## src/pkg/trb_pkg.sv

```systemverilog
/*
 * Shared constants for the telemetry readback bank: command codes,
 * channel indices, numeric format fields and reset values.
 * Assumes the SMBus/PMBus style link sits in front of the bank.
 */
package trb_pkg;

   // ==========================================================
   // channel indices of the measurement inputs
   localparam int unsigned NUM_CH   = 7;
   localparam int unsigned NUM_PEAK = 5;   // channels 0..4 keep peaks
   localparam int unsigned CH_VIN   = 0;
   localparam int unsigned CH_VOUT  = 1;
   localparam int unsigned CH_IOUT  = 2;
   localparam int unsigned CH_TEXT  = 3;
   localparam int unsigned CH_TINT  = 4;
   localparam int unsigned CH_DUTY  = 5;
   localparam int unsigned CH_FREQ  = 6;

   // ==========================================================
   // command codes
   localparam logic [7:0] CMD_VIN       = 8'h88;
   localparam logic [7:0] CMD_VOUT      = 8'h8B;
   localparam logic [7:0] CMD_IOUT      = 8'h8C;
   localparam logic [7:0] CMD_TEXT      = 8'h8D;
   localparam logic [7:0] CMD_TINT      = 8'h8E;
   localparam logic [7:0] CMD_DUTY      = 8'h94;
   localparam logic [7:0] CMD_FREQ      = 8'h95;
   localparam logic [7:0] CMD_POUT      = 8'h96;
   localparam logic [7:0] CMD_VIN_PK    = 8'hE0;
   localparam logic [7:0] CMD_VOUT_PK   = 8'hE1;
   localparam logic [7:0] CMD_IOUT_PK   = 8'hE2;
   localparam logic [7:0] CMD_TEXT_PK   = 8'hE3;
   localparam logic [7:0] CMD_TINT_PK   = 8'hE4;
   localparam logic [7:0] CMD_PEAK_CLR  = 8'hE5;

   // ==========================================================
   // link, format and reset values
   localparam logic [6:0]        DEV_ADDR_DEFAULT = 7'h40;
   localparam logic [6:0]        DEV_ADDR_MIN     = 7'h08;
   localparam logic signed [4:0] VOUT_EXP_DEFAULT = 5'h14;  // -12
   localparam logic [15:0]       VALUE_RESET      = 16'h0000;
   localparam logic [15:0]       PEAK_EMPTY       = 16'h0000;
   localparam logic [7:0]        FILL_BYTE        = 8'h00;
   localparam logic [2:0]        LAST_BIT         = 3'h7;
   localparam logic [5:0]        EXP_BIAS         = 6'h10;
   localparam logic [1:0]        KIND_ADDR        = 2'h0;
   localparam logic [1:0]        KIND_CMD         = 2'h1;
   localparam logic [1:0]        KIND_DATA        = 2'h2;

   typedef enum {
      ST_IDLE, ST_RX, ST_ACK, ST_TX, ST_MACK, ST_HOLD
   } trb_bus_st_t;

endpackage : trb_pkg

```

## src/pkg/trb_peak_if.sv

```systemverilog
/*
 * Bundle between the bank and one peak tracker.
 * Assumes both ends run on the bank clock.
 */
interface trb_peak_if;
   logic [15:0] sample;      // new reading
   logic        sample_vld;  // reading strobe
   logic        clear;       // drop the stored peak
   logic [15:0] peak;        // stored peak word

   modport src (output sample, output sample_vld, output clear, input peak);
   modport trk (input sample, input sample_vld, input clear, output peak);
endinterface : trb_peak_if

```

## src/rtl/trb_peak_track.sv

```systemverilog
/*
 * One peak register: keeps the largest decoded reading since the last clear.
 * Assumes readings arrive as one-cycle strobes on the bank clock.
 */
module trb_peak_track #(
   parameter bit IS_UNSIGNED = 1'b0   // 1: plain unsigned word, 0: 5+11 linear
) (
   input wire logic mclk,   // bank clock
   input wire logic rst_n,  // synchronous reset, low
   trb_peak_if.trk  pk      // sample in, peak out
);

   logic [15:0] peak_ff;
   logic [15:0] nxt_peak;
   logic        have_ff;
   logic        nxt_have;

   // ==========================================================
   // decode a word to a comparable signed number
   function automatic logic signed [47:0] trb_decode(input logic [15:0] w);
      logic signed [47:0] m;
      logic [5:0]         sh;
      m  = '0;
      sh = '0;
      if (IS_UNSIGNED) begin
         m = $signed({32'h0000_0000, w});
      end else begin
         m  = 48'(signed'(w[10:0]));
         sh = 6'(signed'(w[15:11])) + trb_pkg::EXP_BIAS;   // -16..15 -> 0..31
         m  = m <<< sh;
      end
      return m;
   endfunction : trb_decode

   // ==========================================================
   // next peak: clear first, then strictly greater replaces
   always_comb begin
      nxt_peak = peak_ff;
      nxt_have = have_ff;
      if (pk.clear) begin
         nxt_peak = trb_pkg::PEAK_EMPTY;
         nxt_have = 1'b0;
      end else if (pk.sample_vld &&
                   (!have_ff || trb_decode(pk.sample) > trb_decode(peak_ff))) begin
         nxt_peak = pk.sample;
         nxt_have = 1'b1;
      end
   end

   always_ff @(posedge mclk) begin
      if (!rst_n) begin
         peak_ff <= trb_pkg::PEAK_EMPTY;
         have_ff <= 1'b0;
      end else begin
         peak_ff <= nxt_peak;
         have_ff <= nxt_have;
      end
   end

   assign pk.peak = peak_ff;
endmodule : trb_peak_track

```

## src/rtl/trb_telemetry.sv

```systemverilog
/*
 * Telemetry readback bank behind a two-wire command link: latches readings,
 * forms output power, keeps peaks and answers word reads and the peak clear.
 * Assumes readings come from on-chip logic on mclk; the link pins are async.
 */
// Behaviour
// - input voltage word read back as linear 5+11, read only
// - output voltage word read back as unsigned 16-bit linear, read only
// - output current word, computed upstream from sense and gains, read only
// - output power is product of latest correlated voltage and current, 5+11
// - external temperature word read back as linear 5+11, read only
// - internal temperature word read back as linear 5+11, read only
// - control duty cycle word read back as linear 5+11, read only
// - PLL input frequency word read back as linear 5+11, read only
// - five peak words hold highest value since clear, same format
// - write of clear command with no data empties every peak
module trb_telemetry #(
   parameter logic [6:0]        DEV_ADDR = trb_pkg::DEV_ADDR_DEFAULT,  // link address
   parameter logic signed [4:0] VOUT_EXP = trb_pkg::VOUT_EXP_DEFAULT   // output voltage exponent
) (
   input  wire logic                                 mclk,      // bank clock 10 MHz
   input  wire logic                                 rst_n,     // synchronous reset, low
   input  wire logic                                 link_scl,  // link clock pin
   input  wire logic                                 link_sda,  // link data pin level
   output wire logic                                 sda_level, // link data level, always low
   output wire logic                                 sda_oe_n,  // low while pulling data low
   input  wire logic [trb_pkg::NUM_CH-1:0][15:0]     meas_val,  // readings
   input  wire logic [trb_pkg::NUM_CH-1:0]           meas_vld   // reading strobes
);

   if (DEV_ADDR < trb_pkg::DEV_ADDR_MIN) begin : g_chk
      $error("link address falls in the reserved range");
   end

   // ==========================================================
   // pin synchronisers; the first stage feeds only the second
   logic scl_m_ff, scl_s_ff, scl_q_ff, sda_m_ff, sda_s_ff, sda_q_ff;
   logic rise, fall, start_ev, stop_ev;

   always_ff @(posedge mclk) begin
      if (!rst_n) begin
         scl_m_ff <= 1'b1;
         scl_s_ff <= 1'b1;
         scl_q_ff <= 1'b1;
         sda_m_ff <= 1'b1;
         sda_s_ff <= 1'b1;
         sda_q_ff <= 1'b1;
      end else begin
         scl_m_ff <= link_scl;
         scl_s_ff <= scl_m_ff;
         scl_q_ff <= scl_s_ff;
         sda_m_ff <= link_sda;
         sda_s_ff <= sda_m_ff;
         sda_q_ff <= sda_s_ff;
      end
   end

   // edges and framing conditions, seen in the same cycle the second stage takes the new level
   assign rise     = scl_s_ff && !scl_q_ff;
   assign fall     = !scl_s_ff && scl_q_ff;
   assign start_ev = scl_s_ff && scl_q_ff && sda_q_ff && !sda_s_ff;
   assign stop_ev  = scl_s_ff && scl_q_ff && !sda_q_ff && sda_s_ff;

   // ==========================================================
   // readings and output power
   logic [15:0] val_ff [trb_pkg::NUM_CH];
   logic [15:0] nxt_val [trb_pkg::NUM_CH];
   logic [15:0] pout_ff, nxt_pout;
   logic [15:0] vout_now;

   // linear power word from unsigned voltage and 5+11 current
   function automatic logic [15:0] trb_power(input logic [15:0] v, input logic [15:0] i);
      logic signed [27:0] p;
      logic signed [6:0]  e;
      p = 28'(signed'({1'b0, v}) * signed'(i[10:0]));
      e = 7'(VOUT_EXP) + 7'(signed'(i[15:11]));
      // shift until the mantissa fits 11 bits and the exponent fits 5
      for (int k = 0; k < 20; k++) begin
         if (p > 28'sh00003FF || p < -28'sh0000400 || e < -7'sh10) begin
            p = p >>> 1;
            e = e + 7'sh01;
         end
      end
      if (e > 7'sh0F) begin   // saturate rather than wrap on overflow
         p = (p < 0) ? -28'sh0000400 : 28'sh00003FF;
         e = 7'sh0F;
      end
      return {e[4:0], p[10:0]};
   endfunction : trb_power

   // latch each reading on its strobe; power follows each current strobe
   always_comb begin
      for (int c = 0; c < trb_pkg::NUM_CH; c++) begin
         nxt_val[c] = meas_vld[c] ? meas_val[c] : val_ff[c];
      end
      // a voltage strobe in the same cycle is the more recent one
      vout_now = meas_vld[trb_pkg::CH_VOUT] ? meas_val[trb_pkg::CH_VOUT] : val_ff[trb_pkg::CH_VOUT];
      nxt_pout = pout_ff;
      if (meas_vld[trb_pkg::CH_IOUT]) begin
         nxt_pout = trb_power(vout_now, meas_val[trb_pkg::CH_IOUT]);
      end
   end

   always_ff @(posedge mclk) begin
      if (!rst_n) begin
         for (int c = 0; c < trb_pkg::NUM_CH; c++) begin
            val_ff[c] <= trb_pkg::VALUE_RESET;
         end
         pout_ff <= trb_pkg::VALUE_RESET;
      end else begin
         val_ff  <= nxt_val;
         pout_ff <= nxt_pout;
      end
   end

   // ==========================================================
   // peak trackers
   logic        clr_ff, nxt_clr;
   logic [15:0] peak_w [trb_pkg::NUM_PEAK];

   for (genvar g = 0; g < trb_pkg::NUM_PEAK; g++) begin : g_pk
      trb_peak_if pk_if ();
      assign pk_if.sample     = meas_val[g];
      assign pk_if.sample_vld = meas_vld[g];
      assign pk_if.clear      = clr_ff;
      assign peak_w[g]        = pk_if.peak;
      trb_peak_track #(
         .IS_UNSIGNED (g == trb_pkg::CH_VOUT)
      ) u_trk (
         .mclk  (mclk),
         .rst_n (rst_n),
         .pk    (pk_if.trk)
      );
   end

   // ==========================================================
   // command decode
   logic [15:0] rd_word;
   logic        cmd_known;
   logic [7:0]  cmd_ff, nxt_cmd;

   always_comb begin
      cmd_known = 1'b1;
      rd_word   = trb_pkg::VALUE_RESET;
      case (cmd_ff)
         trb_pkg::CMD_VIN:      rd_word = val_ff[trb_pkg::CH_VIN];
         trb_pkg::CMD_VOUT:     rd_word = val_ff[trb_pkg::CH_VOUT];
         trb_pkg::CMD_IOUT:     rd_word = val_ff[trb_pkg::CH_IOUT];
         trb_pkg::CMD_POUT:     rd_word = pout_ff;
         trb_pkg::CMD_TEXT:     rd_word = val_ff[trb_pkg::CH_TEXT];
         trb_pkg::CMD_TINT:     rd_word = val_ff[trb_pkg::CH_TINT];
         trb_pkg::CMD_DUTY:     rd_word = val_ff[trb_pkg::CH_DUTY];
         trb_pkg::CMD_FREQ:     rd_word = val_ff[trb_pkg::CH_FREQ];
         trb_pkg::CMD_VIN_PK:   rd_word = peak_w[trb_pkg::CH_VIN];
         trb_pkg::CMD_VOUT_PK:  rd_word = peak_w[trb_pkg::CH_VOUT];
         trb_pkg::CMD_IOUT_PK:  rd_word = peak_w[trb_pkg::CH_IOUT];
         trb_pkg::CMD_TEXT_PK:  rd_word = peak_w[trb_pkg::CH_TEXT];
         trb_pkg::CMD_TINT_PK:  rd_word = peak_w[trb_pkg::CH_TINT];
         trb_pkg::CMD_PEAK_CLR: rd_word = trb_pkg::VALUE_RESET;
         default:               cmd_known = 1'b0;
      endcase
   end

   // ==========================================================
   // link byte engine
   trb_pkg::trb_bus_st_t st_ff, nxt_st;
   logic [2:0]  bit_ff, nxt_bit;
   logic [7:0]  shr_ff, nxt_shr, txsh_ff, nxt_txsh, rx_byte, tx_next;
   logic [1:0]  kind_ff, nxt_kind;
   logic        rd_ff, nxt_rd, ok_ff, nxt_ok, ackon_ff, nxt_ackon;
   logic        txhi_ff, nxt_txhi, mack_ff, nxt_mack, drv_ff, nxt_drv, data_ff, nxt_data;
   logic [15:0] txw_ff, nxt_txw;
   logic        oe_n_ff;   // pin enable copy, so the output leaves a flop with no inverter behind it

   // bits are taken on clock rise and driven after clock fall
   always_comb begin
      nxt_st = st_ff;     nxt_bit = bit_ff;     nxt_shr = shr_ff;   nxt_txsh = txsh_ff;
      nxt_kind = kind_ff; nxt_rd = rd_ff;       nxt_ok = ok_ff;     nxt_ackon = ackon_ff;
      nxt_txhi = txhi_ff; nxt_mack = mack_ff;   nxt_drv = drv_ff;   nxt_data = data_ff;
      nxt_txw = txw_ff;   nxt_cmd = cmd_ff;     nxt_clr = 1'b0;
      rx_byte = {shr_ff[6:0], sda_s_ff};
      tx_next = txhi_ff ? trb_pkg::FILL_BYTE : txw_ff[15:8];
      if (stop_ev) begin
         // send-byte clear: addressed write, command taken, no data byte
         if (st_ff == trb_pkg::ST_RX && kind_ff == trb_pkg::KIND_DATA && !rd_ff && !data_ff &&
             cmd_ff == trb_pkg::CMD_PEAK_CLR) begin
            nxt_clr = 1'b1;
         end
         nxt_st  = trb_pkg::ST_IDLE;
         nxt_drv = 1'b0;
         nxt_ok  = 1'b0;
      end else if (start_ev) begin
         // a repeated start keeps the command for the read phase
         nxt_st   = trb_pkg::ST_RX;
         nxt_bit  = 3'h0;
         nxt_kind = trb_pkg::KIND_ADDR;
         nxt_drv  = 1'b0;
         nxt_data = 1'b0;
      end else begin
         case (st_ff)
            trb_pkg::ST_RX: begin
               if (rise) begin
                  nxt_shr = rx_byte;
                  nxt_bit = bit_ff + 3'h1;
                  if (bit_ff == trb_pkg::LAST_BIT) begin
                     nxt_st = trb_pkg::ST_HOLD;   // unanswered bytes are left unacknowledged
                     case (kind_ff)
                        trb_pkg::KIND_ADDR: begin
                           if (rx_byte[7:1] == DEV_ADDR && (!rx_byte[0] || ok_ff)) begin
                              nxt_st   = trb_pkg::ST_ACK;
                              nxt_rd   = rx_byte[0];
                              nxt_kind = trb_pkg::KIND_CMD;
                              nxt_txw  = rd_word;    // word frozen at the read address
                              nxt_txhi = 1'b0;
                           end
                        end
                        trb_pkg::KIND_CMD: begin
                           nxt_cmd = rx_byte;
                           nxt_ok  = 1'b1;
                           nxt_st  = trb_pkg::ST_ACK;
                           nxt_kind = trb_pkg::KIND_DATA;
                        end
                        default: nxt_data = 1'b1;   // all commands here are data-less writes
                     endcase
                  end
               end
            end
            trb_pkg::ST_ACK: begin
               if (fall && !ackon_ff) begin
                  nxt_ackon = 1'b1;
                  nxt_drv   = 1'b1;
               end else if (fall) begin
                  nxt_ackon = 1'b0;
                  nxt_bit   = 3'h0;
                  nxt_st    = rd_ff ? trb_pkg::ST_TX : trb_pkg::ST_RX;
                  nxt_txsh  = txw_ff[7:0];             // low byte first
                  nxt_drv   = rd_ff && !txw_ff[7];
               end
            end
            trb_pkg::ST_TX: begin
               if (fall) begin
                  nxt_bit  = bit_ff + 3'h1;
                  nxt_txsh = {txsh_ff[6:0], 1'b0};
                  nxt_drv  = !txsh_ff[6];
                  if (bit_ff == trb_pkg::LAST_BIT) begin
                     nxt_st  = trb_pkg::ST_MACK;
                     nxt_drv = 1'b0;
                  end
               end
            end
            trb_pkg::ST_MACK: begin
               if (rise) begin
                  nxt_mack = !sda_s_ff;
               end else if (fall && mack_ff) begin
                  nxt_st   = trb_pkg::ST_TX;
                  nxt_bit  = 3'h0;
                  nxt_txsh = tx_next;
                  nxt_drv  = !tx_next[7];
                  nxt_txhi = 1'b1;
               end else if (fall) begin
                  nxt_st = trb_pkg::ST_HOLD;
               end
            end
            default: ;   // idle and hold wait for the next start or stop
         endcase
      end
      if (!cmd_known && kind_ff == trb_pkg::KIND_DATA && st_ff == trb_pkg::ST_ACK && !ackon_ff) begin
         nxt_st = trb_pkg::ST_HOLD;   // unknown command is not acknowledged
         nxt_ok = 1'b0;
      end
   end

   always_ff @(posedge mclk) begin
      if (!rst_n) begin
         st_ff <= trb_pkg::ST_IDLE;
         bit_ff <= 3'h0;     shr_ff <= 8'h00;   txsh_ff <= 8'h00;  kind_ff <= trb_pkg::KIND_ADDR;
         rd_ff <= 1'b0;      ok_ff <= 1'b0;     ackon_ff <= 1'b0;  txhi_ff <= 1'b0;
         mack_ff <= 1'b0;    drv_ff <= 1'b0;    data_ff <= 1'b0;   txw_ff <= 16'h0000;
         cmd_ff <= 8'h00;    clr_ff <= 1'b0;
         oe_n_ff <= 1'b1;
      end else begin
         st_ff <= nxt_st;
         bit_ff <= nxt_bit;  shr_ff <= nxt_shr; txsh_ff <= nxt_txsh; kind_ff <= nxt_kind;
         rd_ff <= nxt_rd;    ok_ff <= nxt_ok;   ackon_ff <= nxt_ackon; txhi_ff <= nxt_txhi;
         mack_ff <= nxt_mack; drv_ff <= nxt_drv; data_ff <= nxt_data; txw_ff <= nxt_txw;
         cmd_ff <= nxt_cmd;  clr_ff <= nxt_clr;
         oe_n_ff <= !nxt_drv;
      end
   end

   // open-drain: the data level is always low, the enable does the work
   assign sda_level = 1'b0;
   assign sda_oe_n  = oe_n_ff;
endmodule : trb_telemetry

```

## config.mk

```make
export PLATFORM = sky130hd
export DESIGN_NAME = trb_telemetry
export DESIGN_NICKNAME = d
export VERILOG_FILES = /design/src/pkg/trb_pkg.sv /design/src/pkg/trb_peak_if.sv /design/src/rtl/trb_peak_track.sv /design/src/rtl/trb_telemetry.sv
export SDC_FILE = /design/constraint.sdc
export NUM_CORES = 2
export LEC_CHECK = 0
export BUFFER_PORTS_ARGS = -buffer_cell sky130_fd_sc_hd__buf_2
export CAP_MARGIN = 0
export CORE_MARGIN = 1.5
export CORE_UTILIZATION = 35
export DETAILED_ROUTE_END_ITERATION = 10
export GPL_TIMING_DRIVEN = 0
export MAX_ROUTING_LAYER = met4
export SLEW_MARGIN = 0
export SYNTH_ARGS = -nofsm -noshare
export SYNTH_HDL_FRONTEND = slang
export SYNTH_SLANG_ARGS = --single-unit
```

## constraint.sdc

```tcl
create_clock -name mclk -period 36.9 [get_ports mclk]
set_input_delay 1.845 -clock mclk [delete_from_list [all_inputs] [get_ports mclk]]
set_output_delay 1.845 -clock mclk [all_outputs]
set_load 0.01 [all_outputs]
```

Word-level counts from Yosys, hierarchy flattened
Cells that the tools add are included.
W data, S select, Z words.
{"block": "classes", "multipliers": 1, "n_addsub": 30, "n_shift": 8, "magnitude_cmp": 67, "eq_ne": 51, "mux": 157, "bitwise": 3, "n_reduce_logical": 116}
{"operator": "$gt A28 B11 Y1 const B", "n": 20}
{"operator": "$lt A28 B11 Y1 const B", "n": 20}
{"operator": "$mux W28", "n": 20}
{"operator": "$mux W27", "n": 20}
{"operator": "$mux W48", "n": 10}
{"operator": "$sshl A11 B6 Y48", "n": 8}
{"operator": "$mux W7", "n": 45}
{"operator": "$mux W32", "n": 9}
{"operator": "$gt A48 B48 Y1", "n": 5}
{"operator": "$pmux W16 S13", "n": 1}
{"operator": "$add A7 B2 Y7 const B", "n": 19}
{"operator": "$lt A7 B5 Y1 const B", "n": 19}
{"operator": "$pmux W32 S4", "n": 1}
{"operator": "$eq A8 B8 Y1 const B", "n": 14}
{"operator": "$eq A32 B2 Y1 const B", "n": 3}
{"operator": "$eq A32 B3 Y1 const B", "n": 2}
{"operator": "$add A6 B5 Y6 const B", "n": 8}
{"operator": "$logic_or A1 B1 Y1", "n": 46}
{"operator": "$ne A5 B5 Y1 const B", "n": 7}
{"operator": "$mux W3", "n": 11}
{"operator": "$eq A32 B1 Y1 const B", "n": 1}
{"operator": "$lt A28 B1 Y1 const B", "n": 1}
{"operator": "$mul A17 B11 Y28", "n": 1}
{"operator": "$reduce_and A9 Y1", "n": 3}
{"operator": "other kinds (44)", "n": 139}
{"block": "totals", "reg_bits": 303, "input_bits": 123}

Longest topological paths before layout
{"block": "depth", "ltp_word": 105, "depth_mapped": 122}

Hierarchy
From an unflattened synthesis, not the netlist that was laid out.
{"block": "hier_totals", "cells_unflattened": 5364, "area_unflattened_um2": 40161.0}
{"mod": "trb_telemetry", "n_inst": 1, "area_each_um2": 24646.1, "seq_area_each_um2": 3783.6, "cells_each": 3214}
{"mod": "trb_peak_track (g_pk[0].u_trk ...)", "n_inst": 4, "area_each_um2": 3598.5, "seq_area_each_um2": 340.3, "cells_each": 505}
{"mod": "trb_peak_track (g_pk[1].u_trk)", "n_inst": 1, "area_each_um2": 1121.1, "seq_area_each_um2": 340.3, "cells_each": 130}

Least setup slack after synthesis
Ideal clock, no wire load.
{"block": "synth_timing", "kind": "input to register", "from": "in meas_vld[1] (netlist name)", "to": "reg pout_ff[1]", "required_ns": 36.805, "setup_ns": 0.095, "arrival_ns": 26.915, "path_slack_ns": 9.890, "path_stages": 114, "n_path_buf": 20, "path_cell_list": "clkbuf_1 -> clkbuf_1 -> clkbuf_1 -> mux2_2 -> and2_1 -> fa_1 -> inv_1 -> fa_1 -> fa_1 -> inv_1 -> fa_1 -> inv_1 -> fa_1 -> inv_1 -> ha_1 -> buf_2 -> a21oi_1 -> o21ai_0 -> [78 not listed] -> a31oi_1 -> ha_1 -> o221a_1 -> nor4b_2 -> xnor2_1 -> clkbuf_1 -> o31a_1 -> clkbuf_1 -> nor2_1 -> nor2_1 -> ha_1 -> o311ai_1 -> xnor2_1 -> nand4b_1 -> or4_1 -> buf_2 -> and3_4 -> o311ai_1"}
{"block": "synth_between", "elab_chain_len": 105, "word_cells_on_any_way": 204}
{"element": "start, declared", "line_no": "trb_telemetry.sv:28", "source": "input wire logic [trb_pkg::NUM_CH-1:0] meas_vld"}
{"element": "$mux W16 *", "line_no": "trb_telemetry.sv:97", "source": "vout_now = meas_vld[trb_pkg::CH_VOUT] ? meas_val[trb_pkg::CH_VOUT] : val_ff[trb_pkg::CH_VOUT];"}
{"element": "$mul A17 B11 Y28 *", "line_no": "trb_telemetry.sv:75", "source": "p = 28'(signed'({1'b0, v}) * signed'(i[10:0]));"}
{"element": "$gt A28 B11 Y1 / $lt A28 B11 Y1 (equally long branches)", "line_no": "trb_telemetry.sv:79", "source": "if (p > 28'sh00003FF || p < -28'sh0000400 || e < -7'sh10) begin"}
{"element": "$logic_or A1 B1 Y1 (2 in series)", "line_no": "trb_telemetry.sv:79"}
{"element": "$mux W27", "line_no": "trb_telemetry.sv:79"}
{"element": "$mux W28", "line_no": "trb_telemetry.sv:99", "source": "if (meas_vld[trb_pkg::CH_IOUT]) begin"}
{"element": "$gt A28 B11 Y1 / $lt A28 B11 Y1 (equally long branches)", "line_no": "trb_telemetry.sv:79"}
{"element": "$logic_or A1 B1 Y1 (2 in series)", "line_no": "trb_telemetry.sv:79"}
{"element": "[86 not listed]"}
{"element": "$mux W28", "line_no": "trb_telemetry.sv:99"}
{"element": "$gt A28 B11 Y1 / $lt A28 B11 Y1 (equally long branches)", "line_no": "trb_telemetry.sv:79"}
{"element": "$logic_or A1 B1 Y1 (2 in series)", "line_no": "trb_telemetry.sv:79"}
{"element": "$mux W27", "line_no": "trb_telemetry.sv:79"}
{"element": "$mux W28", "line_no": "trb_telemetry.sv:99"}
{"element": "$lt A28 B1 Y1", "line_no": "trb_telemetry.sv:85", "source": "p = (p < 0) ? -28'sh0000400 : 28'sh00003FF;"}
{"element": "$mux W11", "line_no": "trb_telemetry.sv:85"}
{"element": "$mux W11 *", "line_no": "trb_telemetry.sv:84", "source": "if (e > 7'sh0F) begin"}
{"element": "end signal, assigned", "line_no": "trb_telemetry.sv:109", "source": "pout_ff <= trb_pkg::VALUE_RESET;"}
{"element": "end signal, assigned", "line_no": "trb_telemetry.sv:112", "source": "pout_ff <= nxt_pout;"}
{"element": "end, declared", "line_no": "trb_telemetry.sv:68", "source": "logic [15:0] pout_ff, nxt_pout;"}
Every way passes the cells marked *; elsewhere a longest branch is shown, timed or not. The select of a mux whose other input is x is not followed.
A chain may end at the register's enable or synchronous reset.

Final worst setup path
{"block": "layout_timing", "from": "in meas_vld[1] (netlist name)", "to": "reg pout_ff[6]"}
Same word-level chain as after synthesis.

==> impl_metrics.yaml <==
setup_path:
  path_common_cell: "clkbuf_1"
  cp.arrival_ns: 32.99
  r2r-end: "pout_ff[6]"
  required_ns: 37.33
  reg2reg_slack_ns: 5.82
  crit_path_top_delay_cell: "nor4_2"
  r2r_start: "val_ff[80]"
  slowest_delay_ns: 0.84
  crit_start: "meas_vld[1]"
  critPathLaunchType: "input pin"
  setup.worst_path.class: "input pin to register"
  endpoint: "pout_ff[6]"
  r2r_cells: 110
  crit_fanout: 10
  end_kind: "register"
timing:
  fmax_mhz: 30.7
  fin_crit_ns: 32.56
  slew_headroom_pct: 4.65
  fin_setup_tns_ns: 0
  setup_violations: 0
  timing_worst_slew_pin_value_ns: 1.42
  rsz0062_at_grt: "false"
  hold_violations: 0
  final_max_slew_viol_count: 0
  finalCritPeriodShare_pct: 88.2
  skew_ns: 0.0418
clocking:
  path_clk_slew_ns: 0.06
  ctsHoldBuffers: 0
  clockBufferDepth: 3
  cts-htree-levels: 1
  cts-buffers-inserted: 30
  cts_tree: "built"
  post_cts_resized: 0
  root_buffer: "clkbuf_16"
  clock-sinks: 274
  post_cts_buffers: 0
  clk_latency_ns: 0.61
route:
  via_per_inst: 5.83
  wl_met3_um: 9230
  drc: 0
  routed_wl_um: 139000
  highest_layer: "met4"
  post_drt_wl_per_cell_um: 20.7
  dr.pass1.iters: 6
  vias: 39200
  route.met2.wl_um: 61900
  wl_met1_um: 64300
  drtAntennaViolNets: 0
  drt_iter0_markers: 3614
yosys:
  synthArstFlopShare_pct: 0
  synth_flop_cell: "dfxtp_1"
  synth.top_cell.area_share_pct: 14.3
  synth_top_area_cell: "dfxtp_1"
  synth-seq-cells: 274
  ys_warn_count: 0
  synth_area_um2: 38300
  syn_nets: 5667
  yosys-top-cells-area: "dfxtp_1, mux2i_1, ha_1"
  synth_cell_types: 126
  ys_seq_area_share_pct: 14.3
  synth_edf_count: 0
  syn_area_per_cell_um2: 7.47
  syn_inst: 5129
cells_and_area:
  fillers: 11500
  drive_gt1_share_pct: 7.60
  syn2layout_area_growth_pct: 8.84
  finalNonFillerCells: 6719
  multiInputGateArea_um2: 30500
  fin_nets: 5804
  regArea_um2: 5490
grt:
  grt_max_degree: 17
  gr-usage-all-layers_pct: 24.8
  grt_pass1_wl_um: 215000
  grt_pass1_vias: 36800
  grt.overflow.total: 0
  antenna_found_initial: 15
floorplan:
  core_area_um2: 109000
  dieHeight_um: 334
  rows: 121
  die_area_um2: 111000
  die_x_um: 334
  start_util_pct: 35.2
  ios: 125
placed_design:
  gp_congestion: 1.02
  io_buffers: 105
  dpl.cell_count: 6648
  dp_hpwl_um: 114000
run_status:
  status: "completed"
hold_path:
  hold_path.class: "register to register"
run:
  max_cap_viol_count: 0
==> how the worst min path moves through the flow <==
stage / start / end / slack [ns] / cells after the start
floorplan: scl_m_ff / scl_s_ff / 0.39 / 1
global placement: sda_m_ff / sda_s_ff / 0.40 / 1
detailed placement: sda_m_ff / sda_s_ff / 0.40 / 1
CTS: sda_m_ff / sda_s_ff / 0.41 / 1
global route: sda_m_ff / sda_s_ff / 0.43 / 1
finish: sda_m_ff / sda_s_ff / 0.41 / 1
==> cells by family after synthesis <==
kind of cell             count (synthesis)  share of synthesized area, %
AND/OR/NAND/NOR                       1791                          22.0
AO/OA/AOI/OAI                         1417                          24.8
buffers and inverters                  600                          6.00
multiplexers                           524                          14.1
adder cells (fa/ha/maj)                415                          16.0
flip-flops                             274                          14.3
XOR/XNOR                               107                          2.73
other                                    1                       0.00979
==> area by class of cell <==
| cell class | instances | share of cell area, % |
|---|---|---|
| plain buffers | 331 | 3.09 |
| clock buffers | 38 | 1.97 |
| flip-flops and latches | 274 | 13.2 |
| repair buffers | 105 | 1.26 |
| clock inverters | 17 | 0.540 |
| diodes | 16 | 0.0960 |
| inverters | 269 | 2.42 |
| multi-input cells | 4255 | 73.2 |
| well taps | 1414 | 4.24 |
==> per-stage QoR <==
step	hold slack [ns]	area, um^2	setup slack (ns)	util [%]
2_1_floorplan	0.386	38300	9.89	-
5_1_grt	0.430	41700	1.90	38.3
3_5_place_dp	0.397	40600	4.34	37.4
6_report	0.405	41700	4.34	38.4
4_1_cts	0.408	41700	4.78	38.3
3_3_place_gp	0.398	40600	4.53	37.4
==> cells in the mapped netlist, types with 59 or more instances <==
cell	count
xnor2_1	74
nand2_1	571
and2_1	123
clkbuf_1	259
nand3_1	76
o21ai_0	337
nor2b_1	59
mux2_2	95
a21o_1	123
fa_1	126
mux2i_1	423
nor3_1	78
a22oi_1	63
ha_1	289
nor2_1	564
inv_1	260
dfxtp_1	274
nand4_1	77
a21oi_1	316
==> state kept, by name, indices dropped and copies added, names as in the netlist, 2 cells and up <==
register and count:
pout_ff 16, txsh_ff 7, cmd_ff 8, g_pk.u_trk.have_ff 5, txw_ff 16, shr_ff 7
st_ff 3, bit_ff 3, kind_ff 2, val_ff 112, g_pk.u_trk.pk.peak 80
==> routing by layer <==
layer	track usage, %	vias to the layer above
met1	34.3	18800
li1	-	18800
met4	5.87	0
met3	2.46	183
met2	38.6	1350
met5	-	-
==> critical path, delay by kind of cell <==
kind            cells  cell delay [ns]
xor+xnor            8             2.15
mux                 2             1.05
fa+ha+maj          15             5.40
compound gates     28             7.63
buf+inv            31             7.39
simple gates       30             7.47
==> cell usage in the layout, fill, tap and decap left out, types with 27 or more instances in the layout <==
| cell type | synthesis | routed |
|---|---|---|
| nand2b_1 | 48 | 48 |
| a211oi_1 | 55 | 55 |
| mux2_2 | 95 | 95 |
| nor2b_1 | 59 | 59 |
| inv_1 | 260 | 260 |
| buf_2 | 23 | 128 |
| o211ai_1 | 57 | 57 |
| nand2_1 | 571 | 571 |
| a221oi_1 | 27 | 27 |
| nor3_1 | 78 | 77 |
| and3_1 | 33 | 33 |
| o22ai_1 | 39 | 39 |
| dfxtp_1 | 274 | 274 |
| nand3_1 | 76 | 76 |
| a31oi_1 | 54 | 54 |
| ha_1 | 289 | 289 |
| xnor2_1 | 74 | 74 |
| buf_1 | 44 | 44 |
| a21oi_1 | 316 | 316 |
| a21o_1 | 123 | 123 |
| and2_1 | 123 | 123 |
| fa_1 | 126 | 126 |
| mux2i_1 | 423 | 423 |
| nor2_1 | 564 | 564 |
| a22oi_1 | 63 | 63 |
| clkbuf_1 | 259 | 263 |
| o21a_1 | 27 | 27 |
| o21ai_0 | 337 | 337 |
| clkbuf_16 | 0 | 30 |
| nand4_1 | 77 | 77 |
Power is left out: the tool's default activity adds up to more than one toggle a clock period on the data nets, which glitch-free logic cannot reach.
